===== src/core/lft_map.vh =====
/*
 * constants for the laser firing timestamp logic: time units, block layout,
 * schedule step spacing, packet field sizes.
 * assumes inclusion by bare name from the core modules; definitions only.
 */
// Contract
// - packet time is date plus seconds plus microseconds
// - packet carries 6-byte date-time, 4-byte microseconds; record holds 5-byte (40-bit) seconds
// - no satellite packets while ptp source selected
// - every packet body holds six blocks
// - round fills one block, two when dual
// - single: block 6 ends 42.58 early, 55.56 steps
// - dual: pairs share end, 55.56 per pair
// - channel fire time is block start plus offset
// - 32 paired steps, -54.668 to -3.62 us
// - ptp slave locks automatically, no setup
// - locked: timestamps follow master time
// - no master: count from invalid past time
// - master lost: keep counting on internal clock
`ifndef LFT_MAP_VH
`define LFT_MAP_VH

// ==========================================
// time units (ns, cycles per us, us limit), step and channel counts
`define LFT_CLK_NS 8
`define LFT_US_CYC 125
`define LFT_US_MAX 32'h000F423F
`define LFT_BLK6_END_NS 42580
`define LFT_ROUND_NS 55560
`define LFT_STEP1_NS 54668
`define LFT_STEP_A_NS 1968
`define LFT_STEP_B_NS 1304
`define LFT_STEP_SPLIT 17
`define LFT_STEPS 32
`define LFT_CHANNELS 64

// ==========================================
// packet layout
`define LFT_BLOCKS 6
`define LFT_DT_BYTES 6
`define LFT_TS_BYTES 4
`define LFT_INVALID_SEC 40'h0000000000

`endif


===== src/core/lft_fifo.v =====
/*
 * small synchronous fifo for packet time records.
 * assumes one clock, reader may stall at will.
 */
`timescale 1ns/10ps
module lft_fifo #(
    parameter WIDTH = 8,
    parameter DEPTH = 8,
    parameter AW = 3
) (
    // clock and reset
    input wire clk,
    input wire resetn,
    // write side
    input wire in_valid,
    output wire in_ready,
    input wire [WIDTH-1:0] in_data,
    // read side
    output reg out_valid,
    input wire out_ready,
    output reg [WIDTH-1:0] out_data
);
    reg [WIDTH-1:0] mem [0:DEPTH-1];
    reg [AW-1:0] wp_r;
    reg [AW-1:0] rp_r;
    reg [AW:0] cnt_r;
    wire do_wr;
    wire do_rd;

    // ==========================================
    // flags
    assign in_ready = (cnt_r != DEPTH);
    assign do_rd = (cnt_r != 0) && (!out_valid || out_ready);
    assign do_wr = in_valid && in_ready;

    // storage writes, no reset needed on data
    always @(posedge clk)
    begin
        if (do_wr)
            mem[wp_r] <= in_data;
    end

    // pointers, count and registered read port
    always @(posedge clk or negedge resetn)
    begin
        if (!resetn)
        begin
            wp_r <= {AW{1'b0}};
            rp_r <= {AW{1'b0}};
            cnt_r <= {(AW+1){1'b0}};
            out_valid <= 1'b0;
            out_data <= {WIDTH{1'b0}};
        end
        else
        begin
            if (do_wr)
                wp_r <= wp_r + 1'b1;
            if (do_rd)
            begin
                rp_r <= rp_r + 1'b1;
                out_data <= mem[rp_r];
                out_valid <= 1'b1;
            end
            else if (out_ready)
                out_valid <= 1'b0;
            cnt_r <= cnt_r + {{AW{1'b0}}, do_wr} - {{AW{1'b0}}, do_rd};
        end
    end
endmodule


===== src/core/lft_offset_rom.v =====
/*
 * per-channel firing offset lookup, registered output.
 * assumes channel index 1..64; offsets are magnitudes in ns before block start.
 */
`timescale 1ns/10ps
`include "lft_map.vh"
module lft_offset_rom (
    // clock and reset
    input wire clk,
    input wire resetn,
    // lookup
    input wire [6:0] chan,
    output reg [5:0] step,
    output reg [15:0] offset_ns
);
    // step number per channel, constant table
    function [5:0] chan_step;
        input [6:0] c;
        begin
            case (c)
                7'h0C, 7'h28: chan_step = 6'h01;
                7'h12, 7'h26: chan_step = 6'h02;
                7'h0B, 7'h1A: chan_step = 6'h03;
                7'h11, 7'h20: chan_step = 6'h04;
                7'h08, 7'h17: chan_step = 6'h05;
                7'h0E, 7'h1D: chan_step = 6'h06;
                7'h14, 7'h23: chan_step = 6'h07;
                7'h0D, 7'h1C: chan_step = 6'h08;
                7'h13, 7'h22: chan_step = 6'h09;
                7'h0A, 7'h19: chan_step = 6'h0A;
                7'h10, 7'h1F: chan_step = 6'h0B;
                7'h16, 7'h25: chan_step = 6'h0C;
                7'h0F, 7'h1E: chan_step = 6'h0D;
                7'h15, 7'h24: chan_step = 6'h0E;
                7'h1B, 7'h2A: chan_step = 6'h0F;
                7'h18, 7'h21: chan_step = 6'h10;
                7'h01, 7'h2C: chan_step = 6'h11;
                7'h02, 7'h2E: chan_step = 6'h12;
                7'h03, 7'h34: chan_step = 6'h13;
                7'h04, 7'h32: chan_step = 6'h14;
                7'h05, 7'h30: chan_step = 6'h15;
                7'h06, 7'h36: chan_step = 6'h16;
                7'h29, 7'h3A: chan_step = 6'h17;
                7'h2F, 7'h3E: chan_step = 6'h18;
                7'h35, 7'h40: chan_step = 6'h19;
                7'h07, 7'h38: chan_step = 6'h1A;
                7'h2B, 7'h3B: chan_step = 6'h1B;
                7'h31, 7'h3F: chan_step = 6'h1C;
                7'h09, 7'h37: chan_step = 6'h1D;
                7'h27, 7'h39: chan_step = 6'h1E;
                7'h2D, 7'h3C: chan_step = 6'h1F;
                7'h33, 7'h3D: chan_step = 6'h20;
                default: chan_step = 6'h00;
            endcase
        end
    endfunction

    // offset magnitude from step: two spacings joined at step 17
    function [15:0] step_off;
        input [5:0] s;
        reg [31:0] a;
        begin
            a = 32'h00000000;
            if (s == 6'h00)
                a = 32'h00000000;
            else if (s <= `LFT_STEP_SPLIT)
                a = `LFT_STEP1_NS - `LFT_STEP_A_NS * (s - 1);
            else
                a = `LFT_STEP1_NS - `LFT_STEP_A_NS * (`LFT_STEP_SPLIT - 1)
                    - `LFT_STEP_B_NS * (s - `LFT_STEP_SPLIT);
            // offsets stay below 64k ns, so the upper half is always zero
            step_off = a[15:0];
        end
    endfunction

    // registered lookup
    always @(posedge clk or negedge resetn)
    begin
        if (!resetn)
        begin
            step <= 6'h00;
            offset_ns <= 16'h0000;
        end
        else
        begin
            step <= chan_step(chan);
            offset_ns <= step_off(chan_step(chan));
        end
    end
endmodule


===== src/core/lft_top.v =====
/*
 * laser firing timestamp logic: keeps absolute time (seconds + us), follows a
 * ptp master when selected, stamps packets, gives block end and channel fire times.
 * assumes ptp time and pps-like pins arrive asynchronously; packet request from
 * same-clock logic; the consumer drains the packet record fifo.
 */
`timescale 1ns/10ps
`include "lft_map.vh"
module lft_top #(
    parameter SEC_W = 40,
    parameter FIFO_DEPTH = 8
) (
    // clock and reset
    input wire clk,
    input wire resetn,
    // mode selects (same clock domain)
    input wire ptp_sel,
    input wire dual_mode,
    // ptp master time, asynchronous
    input wire ptp_lock,
    input wire ptp_load,
    input wire [SEC_W-1:0] ptp_sec,
    input wire [19:0] ptp_us,
    // packet request
    input wire pkt_req,
    output reg pkt_req_ready,
    // packet time record out
    output reg rec_valid,
    input wire rec_ready,
    output reg [79:0] rec_data,
    // satellite packet permit
    output reg sat_pkt_en,
    // block end time query
    input wire [2:0] blk_num,
    output reg [31:0] blk_end_ns,
    output reg [2:0] blk_round,
    // channel fire offset query
    input wire [6:0] chan_num,
    output reg [31:0] fire_ns,
    output reg [5:0] fire_step,
    // status
    output reg locked,
    output reg time_valid
);
    localparam ST_FREE = 3'h1;
    localparam ST_LOCK = 3'h2;
    localparam ST_HOLD = 3'h4;
    localparam REC_W = SEC_W + 32 + 8;

    reg [2:0] st_r;
    reg [2:0] st_nxt;
    reg [SEC_W-1:0] sec_r;
    reg [19:0] us_r;
    reg [6:0] cyc_r;
    reg lock_s1, lock_s2, load_s1, load_s2, load_s3;
    reg [SEC_W-1:0] psec_s1, psec_s2;
    reg [19:0] pus_s1, pus_s2;
    reg seen_r;
    wire us_tick;
    wire load_edge;
    wire fin_ready;
    wire fo_valid;
    wire [REC_W-1:0] fo_data;
    wire fo_ready;
    wire [5:0] rom_step;
    wire [15:0] rom_off;

    // ==========================================
    // synchronisers; ptp words settle before load edge
    always @(posedge clk or negedge resetn)
    begin
        if (!resetn)
        begin
            lock_s1 <= 1'b0;
            lock_s2 <= 1'b0;
            load_s1 <= 1'b0;
            load_s2 <= 1'b0;
            load_s3 <= 1'b0;
            psec_s1 <= {SEC_W{1'b0}};
            psec_s2 <= {SEC_W{1'b0}};
            pus_s1 <= 20'h00000;
            pus_s2 <= 20'h00000;
        end
        else
        begin
            lock_s1 <= ptp_lock;
            lock_s2 <= lock_s1;
            load_s1 <= ptp_load;
            load_s2 <= load_s1;
            load_s3 <= load_s2;
            psec_s1 <= ptp_sec;
            psec_s2 <= psec_s1;
            pus_s1 <= ptp_us;
            pus_s2 <= pus_s1;
        end
    end

    assign load_edge = load_s2 & ~load_s3;

    // ==========================================
    // ptp follower state
    always @*
    begin
        st_nxt = st_r;
        case (st_r)
            ST_FREE: if (ptp_sel && lock_s2) st_nxt = ST_LOCK;
            ST_LOCK: if (!ptp_sel) st_nxt = ST_FREE;
                     else if (!lock_s2) st_nxt = ST_HOLD;
            ST_HOLD: if (!ptp_sel) st_nxt = ST_FREE;
                     else if (lock_s2) st_nxt = ST_LOCK;
            default: st_nxt = ST_FREE;
        endcase
    end

    // microsecond divider enable
    assign us_tick = (cyc_r == `LFT_US_CYC - 1);

    // time counter; master load overrides free running
    always @(posedge clk or negedge resetn)
    begin
        if (!resetn)
        begin
            st_r <= ST_FREE;
            cyc_r <= 7'h00;
            sec_r <= `LFT_INVALID_SEC;
            us_r <= 20'h00000;
            seen_r <= 1'b0;
        end
        else
        begin
            st_r <= st_nxt;
            if (st_r == ST_LOCK && load_edge)
            begin
                sec_r <= psec_s2;
                us_r <= pus_s2;
                cyc_r <= 7'h00;
                seen_r <= 1'b1;
            end
            else
            begin
                cyc_r <= us_tick ? 7'h00 : cyc_r + 7'h01;
                if (us_tick)
                begin
                    // hold and free both keep counting on the local clock
                    if (us_r >= `LFT_US_MAX)
                    begin
                        us_r <= 20'h00000;
                        sec_r <= sec_r + 1'b1;
                    end
                    else
                        us_r <= us_r + 20'h00001;
                end
            end
        end
    end

    // ==========================================
    // output stage takes a record when empty or drained; valid and ready then meet at the port
    assign fo_ready = !rec_valid || rec_ready;

    // packet record: seconds (date+time) and us field, plus block count
    lft_fifo #(
        .WIDTH(REC_W),
        .DEPTH(FIFO_DEPTH),
        .AW(3)
    ) u_fifo (
        .clk(clk),
        .resetn(resetn),
        .in_valid(pkt_req),
        .in_ready(fin_ready),
        .in_data({sec_r, 12'h000, us_r, 8'h06}),
        .out_valid(fo_valid),
        .out_ready(fo_ready),
        .out_data(fo_data)
    );

    // channel offset table
    lft_offset_rom u_rom (
        .clk(clk),
        .resetn(resetn),
        .chan(chan_num),
        .step(rom_step),
        .offset_ns(rom_off)
    );

    // round index of a block: single one per block, dual one per pair
    function [2:0] blk_rounds;
        input [2:0] b;
        input d;
        begin
            if (b == 3'h0 || b > `LFT_BLOCKS)
                blk_rounds = 3'h0;
            else if (d)
                blk_rounds = (3'h6 - b) >> 1;
            else
                blk_rounds = 3'h6 - b;
        end
    endfunction

    // end time before packet time, ns
    function [31:0] end_ns;
        input [2:0] r;
        begin
            end_ns = `LFT_BLK6_END_NS + `LFT_ROUND_NS * r;
        end
    endfunction

    // ==========================================
    // registered outputs
    always @(posedge clk or negedge resetn)
    begin
        if (!resetn)
        begin
            pkt_req_ready <= 1'b0;
            rec_valid <= 1'b0;
            rec_data <= 80'h0;
            sat_pkt_en <= 1'b1;
            blk_end_ns <= 32'h00000000;
            blk_round <= 3'h0;
            fire_ns <= 32'h00000000;
            fire_step <= 6'h00;
            locked <= 1'b0;
            time_valid <= 1'b0;
        end
        else
        begin
            pkt_req_ready <= fin_ready;
            // a lagging copy of the fifo port would drop records, so this is a real stage
            if (fo_valid && fo_ready)
            begin
                rec_valid <= 1'b1;
                rec_data <= fo_data[REC_W-1:0];
            end
            else if (rec_ready)
                rec_valid <= 1'b0;
            sat_pkt_en <= ~ptp_sel;
            blk_round <= blk_rounds(blk_num, dual_mode);
            blk_end_ns <= end_ns(blk_rounds(blk_num, dual_mode));
            // channel fires offset before block start, in ns below start
            fire_ns <= {16'h0000, rom_off};
            fire_step <= rom_step;
            locked <= (st_r == ST_LOCK);
            time_valid <= seen_r;
        end
    end
endmodule


===== config.mk =====
export PLATFORM = sky130hd
export DESIGN_NAME = lft_top
export DESIGN_NICKNAME = d
export VERILOG_FILES = /design/src/core/lft_fifo.v /design/src/core/lft_offset_rom.v /design/src/core/lft_top.v
export VERILOG_INCLUDE_DIRS = /design/src /design/src/core
export SDC_FILE = /design/constraint.sdc
export NUM_CORES = 1
export LEC_CHECK = 0
export BUFFER_PORTS_ARGS = -buffer_cell sky130_fd_sc_hd__buf_2
export CAP_MARGIN = 20
export CORE_MARGIN = 3
export CORE_UTILIZATION = 48
export CTS_CLUSTER_DIAMETER = 200
export DETAILED_ROUTE_END_ITERATION = 16
export PLACE_DENSITY = 0.62
export REMOVE_ABC_BUFFERS = 1
export SLEW_MARGIN = 20
export SYNTH_ARGS = -nofsm -noshare
export SYNTH_HDL_FRONTEND = slang
export SYNTH_SLANG_ARGS = --single-unit

===== constraint.sdc =====
create_clock -name clk -period 11.8 [get_ports clk]
set_input_delay 0 -clock clk [delete_from_list [all_inputs] [get_ports clk]]
set_output_delay 0 -clock clk [all_outputs]
set_load 0.1 [all_outputs]

==> After elaboration in Yosys (flattened, before gate mapping) <==
Memories as Yosys holds them, arrays and structs flattened. A register that Yosys moved wholly into a read port is not among the register bits.
Index checks and enable logic that the tools add are counted.
{ "op_classes": {"add_sub_neg": 13, "mul": 3, "magnitude_cmp": 3, "n_eq_ne": 8, "mux": 24, "n_bitwise": 3, "n_reduce_logical": 21} }
{ "ops": {"columns": ["op", "count"], "rows": [
  ["2-to-1 mux 40 bit", 3],
  ["2-to-1 mux 20 bit", 3],
  ["adder 40 x 1 -> 40 bit (second input constant)", 1],
  ["multiplier 7 x 32 -> 12 bit (first input constant)", 1],
  ["multiplier 8 x 32 -> 13 bit (first input constant)", 1],
  ["2-to-1 mux 16 bit", 2],
  ["2-to-1 mux 3 bit", 7],
  ["adder 16 x 19 -> 20 bit (first input constant)", 1],
  ["adder 20 x 1 -> 20 bit (second input constant)", 1],
  [">= comparator 20 bit (second input constant)", 1],
  ["multiplier 13 x 3 -> 16 bit (first input constant)", 1],
  ["subtractor 15 x 16 -> 16 bit (first input constant)", 1],
  ["subtractor 16 bit (first input constant)", 1],
  ["2-to-1 mux 7 bit", 2],
  ["case mux 3 bit (3 select lines)", 1],
  ["nonzero test 2 bit", 4],
  ["adder 7 x 1 -> 7 bit (second input constant)", 1],
  ["== test 7 bit (second input constant)", 1],
  ["subtractor 6 x 1 -> 7 bit (second input constant)", 1],
  ["subtractor 6 x 5 -> 7 bit (second input constant)", 1],
  ["adder 3 x 1 -> 3 bit (second input constant)", 2],
  ["<= comparator 6 x 5 -> 1 bit (second input constant)", 1],
  ["logical NOT 6 bit", 1],
  ["2-to-1 mux 1 bit", 6],
  ["other kinds (19)", 30]
]} }
{ "word_totals": {"reg_bits": 433, "ramBits": 480, "mem_bits_ro": 1536, "input_bits": 78, "out_inout_bits": 158, "memories": 3} }
{ "memory_table": {"columns": ["name", "words", "word_bits", "rd", "rd_clocked_by_memory_dff", "write_ports", "line_no", "text"], "rows": [
  ["(name not given)", 128, 6, 1, 1, 0, "lft_offset_rom.v:20", "case (c)"],
  ["(name not given)", 128, 6, 1, 0, 0, "lft_offset_rom.v:20", null],
  ["u_fifo.mem", 8, 60, 1, 1, 1, "lft_fifo.v:23", "reg [WIDTH-1:0] mem [0:DEPTH-1];"]
]} }

==> Longest topological paths before layout <==
Gate-level depths: netlist (run 1).
An unclocked memory read counts as a cell.
{ "depth": {"ltp_word": 6, "mapped_depth": 31} }

==> Cells and area by module <==
From an unflattened synthesis (run 1), not the netlist that was laid out.
{ "unflattened": {"cells_unflattened": 2909, "area_unflattened_um2": 44644.1} }
{ "modules_own_cells": {"columns": ["module", "n_inst", "cells_per_inst", "area_per_inst_um2", "seq_area_each_um2"], "rows": [
  ["lft_fifo", 1, 1519, 28502.3, 21495.6],
  ["lft_top", 1, 942, 12197.9, 8035.2],
  ["lft_offset_rom", 1, 448, 3943.8, 500.5]
]} }

==> Worst setup path after synthesis (run 1) <==
No wires, ideal clock.
{ "synth_timing": {"path_kind": "input to register", "start": "in chan_num[1]", "end": "reg u_rom.offset_ns[15]", "setup_ns": 0.121, "arrival_ns": 6.507, "required_time_ns": 11.679, "slack_ns": 5.172, "path_stages": 25, "path_buffers": 1, "path_cell_list": "inv_1 -> ha_1 -> nand2b_1 -> or4b_1 -> a41o_1 -> and2_1 -> buf_2 -> ha_1 -> xnor2_1 -> fa_1 -> fa_1 -> fa_1 -> inv_1 -> fa_1 -> inv_1 -> ha_1 -> nand3_1 -> o2111ai_1 -> xor2_1 -> and4_1 -> a21o_1 -> a31oi_1 -> o311ai_1 -> xnor2_1 -> a22o_1"} }
{ "synth_via": {"elab_chain_cells": 6, "word_cells_on_any_way": 11, "classes_between": "add/sub: 4; mul: 2; order compare: 1; mux: 2; reduce/logical: 1; memory: 1"} }
{ "synth_rtl": {"columns": ["item", "line_no", "text"], "rows": [
  ["from (decl)", "lft_top.v:38", "input wire [6:0] chan_num,"],
  ["memory read (128 x 6 bit) *", null, null],
  ["subtractor 6 x 5 -> 7 bit (no line) or subtractor 6 x 1 -> 7 bit (tied branches)", null, null],
  ["multiplier 8 x 32 -> 13 bit (no line) or multiplier 7 x 32 -> 12 bit (tied branches)", null, null],
  ["subtractor 15 x 16 -> 16 bit (no line) or subtractor 16 bit (tied branches)", null, null],
  ["2-to-1 mux 16 bit", "lft_offset_rom.v:66", "else if (s <= `LFT_STEP_SPLIT)"],
  ["2-to-1 mux 16 bit *", "lft_offset_rom.v:64", "if (s == 6'h00)"],
  ["to (signal assigned)", "lft_offset_rom.v:87", "offset_ns <= step_off(chan_step(chan));"],
  ["to (decl)", "lft_offset_rom.v:14", "output reg [15:0] offset_ns"]
]} }
Mark *: on every way between the ends. The rest lies on a longest branch, timed or not.
A chain may end at the register's enable or synchronous reset.

==> Worst setup path in the final report (run 1) <==
{ "layout_timing": {"start": "in chan_num[4]", "end": "reg u_rom.offset_ns[15]"} }
Same word-level chain as after synthesis.

==> results of run 1 <==
## cell type report
cell class | count | area, sq um
clock inverter | 18 | 190
inverter | 101 | 380
sequential | 871 | 24200
fill | 5685 | 31500
timing repair buffer | 344 | 2480
multi-input combinational | 1257 | 10900
tap | 959 | 1200
clock buffer | 151 | 2780
## cell families (layout without fill, tap and decap cells)
logic type	Yosys count	count (layout)	share of synthesized area, %
buffers and inverters	255	614	3.36
muxes	250	250	11.4
and+or+nand+nor	403	403	5.44
xor gates and xnor gates	67	67	1.69
other	2	51	0.0208
AOI/OAI and AO/OA	370	370	6.43
DFF	871	871	67.1
adders and majority gates	116	116	4.57
## worst min-delay path, delay by kind of cell
| kind | cells | cell delay, ps |
|---|---|---|
| buffers and inverters | 2 | 310 |
| AO/OA/AOI/OAI | 1 | 310 |
## cell usage after synthesis, types with 4 or more instances
| cell | instances | area (sq um) |
|---|---|---|
| a211o_1 | 4 | 35.0 |
| a211oi_1 | 6 | 45.0 |
| a211oi_2 | 5 | 62.6 |
| a21o_1 | 15 | 113 |
| a21oi_1 | 152 | 761 |
| a221o_1 | 18 | 180 |
| a22oi_1 | 6 | 45.0 |
| a31oi_1 | 5 | 31.3 |
| a32oi_1 | 6 | 52.6 |
| and2_1 | 8 | 50.1 |
| and3_1 | 16 | 100 |
| buf_1 | 25 | 93.8 |
| buf_2 | 5 | 25.0 |
| buf_4 | 56 | 420 |
| buf_6 | 5 | 56.3 |
| clkbuf_1 | 62 | 233 |
| dfrtp_1 | 389 | 9730 |
| edfxtp_1 | 480 | 14400 |
| fa_1 | 26 | 521 |
| ha_1 | 90 | 1130 |
| inv_1 | 97 | 364 |
| mux2_2 | 63 | 709 |
| mux2i_1 | 64 | 641 |
| mux4_2 | 122 | 2750 |
| nand2_1 | 73 | 274 |
| nand2b_1 | 18 | 113 |
| nand3_1 | 41 | 205 |
| nand4_1 | 8 | 50.1 |
| nor2_1 | 148 | 556 |
| nor2b_1 | 15 | 93.8 |
| nor3_1 | 26 | 130 |
| nor3b_1 | 11 | 82.6 |
| nor4_1 | 10 | 62.6 |
| o211ai_1 | 8 | 60.1 |
| o21a_1 | 6 | 45.0 |
| o21ai_0 | 76 | 380 |
| o21ai_1 | 4 | 20.0 |
| o22ai_1 | 17 | 106 |
| o31ai_1 | 5 | 37.5 |
| or3_1 | 9 | 56.3 |
| xnor2_1 | 44 | 385 |
| xor2_1 | 21 | 184 |
## routing by layer
metal	GRT usage [%]	share of wire [%]	vias to the layer above
li1	-	-	9275
met1	26.2	41	10502
met2	34.6	51	519
met3	3.96	5.5	131
met4	6.04	2.4	2
met5	0	0.017	-
## power by group through the flow
stage               logic [mW]  clock network [mW]  registers, mW
floorplan                 3.45                   0           5.33
global placement          5.48                   0           4.27
detailed placement        5.55                   0           4.31
CTS                       5.61                2.85           4.25
global route              6.09                2.98           4.31
finish                    5.55                2.78           4.24
## per-stage QoR
stage / cells / cell area [sq um] / total power, mW / hold slack [ps]
3_5_place_dp: 3399 / 37800 / 9.85 / 52.2
3_3_place_gp: 3399 / 37800 / 9.76 / 36.4
6_report: 3701 / 42200 / 12.6 / 47.4
2_1_floorplan: 2229 / 35400 / 8.78 / -296
4_1_cts: 3701 / 42200 / 12.7 / 2.01
5_1_grt: 3701 / 42200 / 13.4 / 23.9
## state kept, by name (all words and copies together), names as in the netlist, 4 cells and up
| signal | count |
|---|---|
| blk_end_ns | 15 |
| cyc_r | 7 |
| fire_ns | 14 |
| fire_step | 6 |
| psec_s1 | 40 |
| psec_s2 | 40 |
| pus_s1 | 20 |
| pus_s2 | 20 |
| rec_data | 61 |
| sec_r | 40 |
| u_fifo.cnt_r | 4 |
| u_fifo.mem | 480 |
| u_fifo.out_data | 61 |
| u_rom.offset_ns | 14 |
| u_rom.step | 6 |
| us_r | 20 |
## worst max-delay path by stage
stage,start,endpoint,depth (start not counted)
after floorplan,rec_valid,u_fifo.cnt_r[2],8
after global placement,chan_num[1],u_rom.offset_ns[15],25
after detailed placement,chan_num[1],u_rom.offset_ns[15],27
after CTS,chan_num[4],u_rom.offset_ns[15],26
after global routing,chan_num[4],u_rom.offset_ns[15],24
final,chan_num[4],u_rom.offset_ns[15],24
==> metrics.cfg, run 1 <==
[yosys]
synthArstFlopShare_pct=44.9
synth_seq_area_share_pct=67.1
ys_types=84
synth_edf_count=480
avgSynthCellArea_sq_um=15.5
yosys_most_used_dff=edfxtp_1
ys_seq_elements=871
netlist_area_sq_um=36100
ys_warn_count=0
synth_cells=2334

[clocking]
ctsRootBufferMaster=clkbuf_16
post_cts_buffers=0
cts_sinks=871
clockBufferDepth=3
numCtsBuffers=90
cts_tree=done
cts_max_level=3
holdBufCountCts=133
clkTransAtPathRegs_ps=60
clk_latency_ps=650
cts-resized-gates=0

[die]
start_util_pct=48.9
num_rows=99
die_area_sq_um=78500
die_h_um=280
coreArea_sq_um=73700
die_w_um=280
ios=236

[sta]
rsz0062_at_grt=false
tightestPinTransition_ps=1120
finalCriticalPeriod_ps=7270
slew_violations=0
post-route-period-util_pct=61.6
worst_slack_ps=4530
fin_skew_ps=30.4
finalHoldViolCount=0
fin_tns_setup_ps=0
relSlewSlack_pct=25.3
setup_viol=0
max_freq_mhz=138

[worst_hold_path]
hold_path_end=u_rom.step[1]
hold_class=primary input to flip-flop
holdPathStages=3
hp-start=chan_num[5]

[cells_and_area]
syn_to_final_growth_pct=16.9
drive_gt1_share_pct=20.8
n_antenna_cell=0
nets=2859
layout_common_cells=edfxtp_1, dfrtp_1, buf_2, a21oi_1, nor2_1
utilization_pct=57.2
final_common_cell=edfxtp_1

[placed_design]
dp_slack_ps=4050
port_buffers=185
hpwl_um=45500
gp_congestion=0.831

[routing]
avgRoutedWirePerCell_um=21.0
num_vias=20429
dr.first_iter.drc_count=1334
drt.antenna.violating_nets=0
vias_per_cell=5.52
routed_wl_um=77600
dr.pass1.iters=5
drc=0

[power_and_ir_drop]
switchingPower_mw=5.01
combPwrFrac_pct=44.2
clock_power_share_pct=22.1
power.internal_mw=7.56
power_density_nw_per_um2=298
p_seq_share_pct=33.7
p_leak_nw=16.5
vdd_ir_drop_max_mv=0.345
switching_share_pct=39.9

[grt]
grt_max_degree=79
grt_overflow=0
grt_pass1_wl_um=123000
antenna_found_initial=2
grt_pass1_vias=21736
grt_util_all_layers_pct=20.1

[run_status]
status=complete, no violations

[worst_setup_path]
path_buf_inv=5
critPathMaxFanout=17
crit_top_cell=fa_1
cp_slowest_cell=xnor2_1
critPathMaxStageDelay_ps=800
worst_setup_path_start_kind=primary input
worstReg2RegEnd=u_fifo.out_data[50]
worst_setup_path_end_kind=flip-flop
timing.reg2reg.setup_slack_ps=8130
reg2reg_depth=5
arrival_ps=7800
worstPathRequired_ps=12320
path_class=primary input to flip-flop
crit_family=adder cells
r2r-start=u_fifo.rp_r[0]
path_cells=dlygate4sd3_1 -> buf_2 -> inv_2 -> or4b_1 -> a41o_1 -> and2_1 -> ha_1 -> xnor2_1 -> fa_1 -> fa_1 -> fa_1 -> inv_1 -> fa_1 -> inv_1 -> ha_1 -> nand3_1 -> o2111ai_1 -> xor2_1 -> and4_1 -> a21o_1 -> a31oi_1 -> o311ai_1 -> xnor2_1 -> a22o_1

[run]
timing.max_cap.violations=0

Note: power is estimated with default switching activity, not from simulation.
==> run 2, diff against run 1 <==
--- a/config.mk
+++ b/config.mk
@@ -12,7 +12,7 @@
 export CORE_UTILIZATION = 48
 export CTS_CLUSTER_DIAMETER = 200
 export DETAILED_ROUTE_END_ITERATION = 16
-export PLACE_DENSITY = 0.62
+export PLACE_DENSITY = 0.64
 export REMOVE_ABC_BUFFERS = 1
 export SLEW_MARGIN = 20
 export SYNTH_ARGS = -nofsm -noshare
==> constraint.sdc (replaced) <==
create_clock -name clk -period 6.65 [get_ports clk]
set_input_delay 0 -clock clk [delete_from_list [all_inputs] [get_ports clk]]
set_output_delay 0 -clock clk [all_outputs]
set_load 0.1 [all_outputs]
==> run 2 against run 1 <==
Against the previous run:
- the flow now finishes with violations (negative hold slack)
- via count increased by 0.33%
- first-iteration DRC count decreased by 4.6%
- hold slack worse by 63 ps
- combinational power grew 86%
- sequential share of layout area decreased by 0.20 points
- global-route usage is 0.088 points higher
- sequential power increased by 77%
- clock power up 74%
- highest routed layer is now met4
==> metrics.cfg, run 2 (synthesis results as in run 1) <==
[die]
num_rows=99  ; unchanged
die_w_um=280  ; unchanged
die_h_um=280  ; unchanged
die_area_sq_um=78500  ; unchanged
start_util_pct=48.9  ; unchanged
coreArea_sq_um=73700  ; unchanged
ios=236  ; unchanged

[sta]
finalCriticalPeriod_ps=6180
tightestPinTransition_ps=1070  ; -43.7 ps
fin_skew_ps=32.0  ; +1.56 ps
max_freq_mhz=162
post-route-period-util_pct=92.9
relSlewSlack_pct=28.5  ; +3.2 points
setup_viol=0  ; unchanged
slew_violations=0  ; unchanged
finalHoldViolCount=3  ; +3
hold_ws_ps=-15.1  ; -62.5 ps
rsz0062_at_grt=false

[cells_and_area]
drive_gt1_share_pct=21.8  ; +1.1 points
largest_reg_flops=480  ; unchanged
nets=2891  ; +1.1%
largest_register=u_fifo.mem
syn_to_final_growth_pct=17.3
multi_input_area_sq_um=10900  ; -0.10%
utilization_pct=57.4  ; +0.20 points
final_common_cell=edfxtp_1
seq_area_sq_um=24200  ; unchanged
fillers=5660  ; -0.44%
reg.largest.list=u_fifo.mem: 480 flops, rec_data: 61 flops, u_fifo.out_data: 61 flops
layout_common_cells=edfxtp_1, dfrtp_1, buf_2, a21oi_1, nor2_1

[clocking]
post_cts_buffers=0  ; unchanged
clk_latency_ps=650  ; about the same
cts_max_level=3  ; unchanged
clkTransAtPathRegs_ps=60  ; about the same
cts_tree=done
ctsRootBufferMaster=clkbuf_16
cts-resized-gates=0  ; unchanged
numCtsBuffers=90  ; unchanged
cts_sinks=871  ; unchanged
clockBufferDepth=3  ; unchanged

[worst_setup_path]
worst_setup_path_start_kind=primary input
arrival_ps=6690  ; -1110 ps
path_class=primary input to flip-flop
worstPathRequired_ps=7160  ; -5160 ps
critPathMaxFanout=11  ; -6
worst_setup_path_end_kind=flip-flop

[run]
timing.max_cap.violations=0  ; unchanged

[run_status]
violations=negative hold slack
status=complete, but fails checks

[grt]
grt_util_all_layers_pct=20.2  ; +0.088 points
grt_overflow=0  ; unchanged
grt_max_degree=149  ; +89%
antenna_found_initial=3  ; +1
grt_pass1_wl_um=123000  ; +0.37%
grt_pass1_vias=21737  ; +0.0046%

[placed_design]
gp_congestion=0.829  ; -0.20%
port_buffers=185  ; unchanged
hpwl_um=46700  ; +2.5%

[routing]
avgRoutedWirePerCell_um=21.0  ; +0.11%
dr.pass1.iters=5  ; unchanged
routed_wl_um=78400  ; +1.0%
drc=0  ; unchanged
dr.first_iter.drc_count=1272  ; -4.6%
drt.antenna.violating_nets=0  ; unchanged
vias_per_cell=5.49  ; -0.59%
num_vias=20496  ; +0.33%

[power_and_ir_drop]
combPwrFrac_pct=45.4  ; +1.2 points
vdd_ir_drop_max_mv=0.717  ; +110%
p_leak_nw=16.6  ; +0.71%
clock_power_share_pct=21.5  ; -0.6 points
power_density_nw_per_um2=534  ; +79%
switchingPower_mw=9.00  ; +80%
power.internal_mw=13.6  ; +80%
p_seq_share_pct=33.2  ; -0.5 points
switching_share_pct=39.8  ; about the same
fin_total_pwr_mw=22.6  ; +80%

[worst_hold_path]
hold_class=primary input to async pin

-- run 2: changes by cell type in the layout (fill, tap and decap cells not counted), sizes merged --
cell         previous run  this run
buf                   212       245
clkinvlp                3         4
clkinv                 12        36
inv                   104       105
diode                   0         2
clkbuf                151       121
bufinv                  0         4
dlygate4sd3           132       131
-- run 2: worst paths after layout --
| check | startpoint | endpoint | slack, ps | cells after the start |
|---|---|---|---|---|
| max in group asynchronous | resetn | u_rom.offset_ns[6] | 5140 | 3 |
| max | chan_num[4] | u_rom.offset_ns[15] | 470 | 25 |
| min | resetn | rec_data[43] | -20 | 2 |
| min reg2reg | u_rom.offset_ns[12] | fire_ns[12] | 340 | 0 |
| min in group clk | ptp_us[18] | pus_s1[18] | 30 | 2 |
| max reg2reg | st_r[1] | sec_r[31] | 3240 | 10 |
-- run 2: critical path, cell delays in order --
cell	delay, ps
dlygate4sd3_1	520
buf_2	270
buf_4	220
nand3_1	70
or3_1	340
a41o_1	240
and2_1	200
ha_1	280
xnor2_1	280
fa_1	500
fa_1	520
fa_1	540
inv_1	50
fa_1	500
inv_1	40
ha_1	340
nand3_1	120
o2111ai_1	220
xor2_1	280
and4_1	280
a21o_1	160
a31oi_1	100
o311ai_1	290
xnor2_1	100
a22o_1	210
-- run 2: repair_timing --
item                                    4_1_cts  5_1_grt
endpoints found under the hold margin       180        0
hold buffers                                131        0
endpoints found under the setup margin        0        0
-- run 2: metrics by stage --
stage	area, sq um	setup TNS, ps	std cells	setup WS [ps]
5_1_grt	42300	0	3734	107
2_1_floorplan	35400	-1530	2229	-518
3_3_place_gp	38100	0	3433	275
4_1_cts	42300	0	3733	516
6_report	42300	0	3735	469
3_5_place_dp	38100	0	3433	129
-- run 2: final cells by class --
type	instances	share of cell area [%]
Timing Repair Buffer	376	6.41
Inverter	101	0.899
Clock buffer	121	5.79
Antenna cell	2	0.0118
Clock inverter	48	1.05
Tap cell	959	2.84
Multi-Input combinational cell	1257	25.8
Sequential cell	871	57.2
-- run 2: power groups by stage --
| stage | sequential [mW] | clock [mW] | combinational (mW) |
|---|---|---|---|
| after floorplan | 9.45 | 0 | 6.13 |
| after global placement | 7.56 | 0 | 10.1 |
| after detailed placement | 7.62 | 0 | 10.2 |
| after CTS | 7.52 | 4.97 | 10.4 |
| after global routing | 7.62 | 5.18 | 11.2 |
| final | 7.49 | 4.85 | 10.3 |
-- run 2: layer usage --
layer	up-vias	global-route usage [%]	part of all wire, %
li1	9334	-	-
met1	10525	26.1	41
met2	508	35.0	51
met3	129	3.67	5.0
met4	0	6.52	2.9
met5	-	0	0
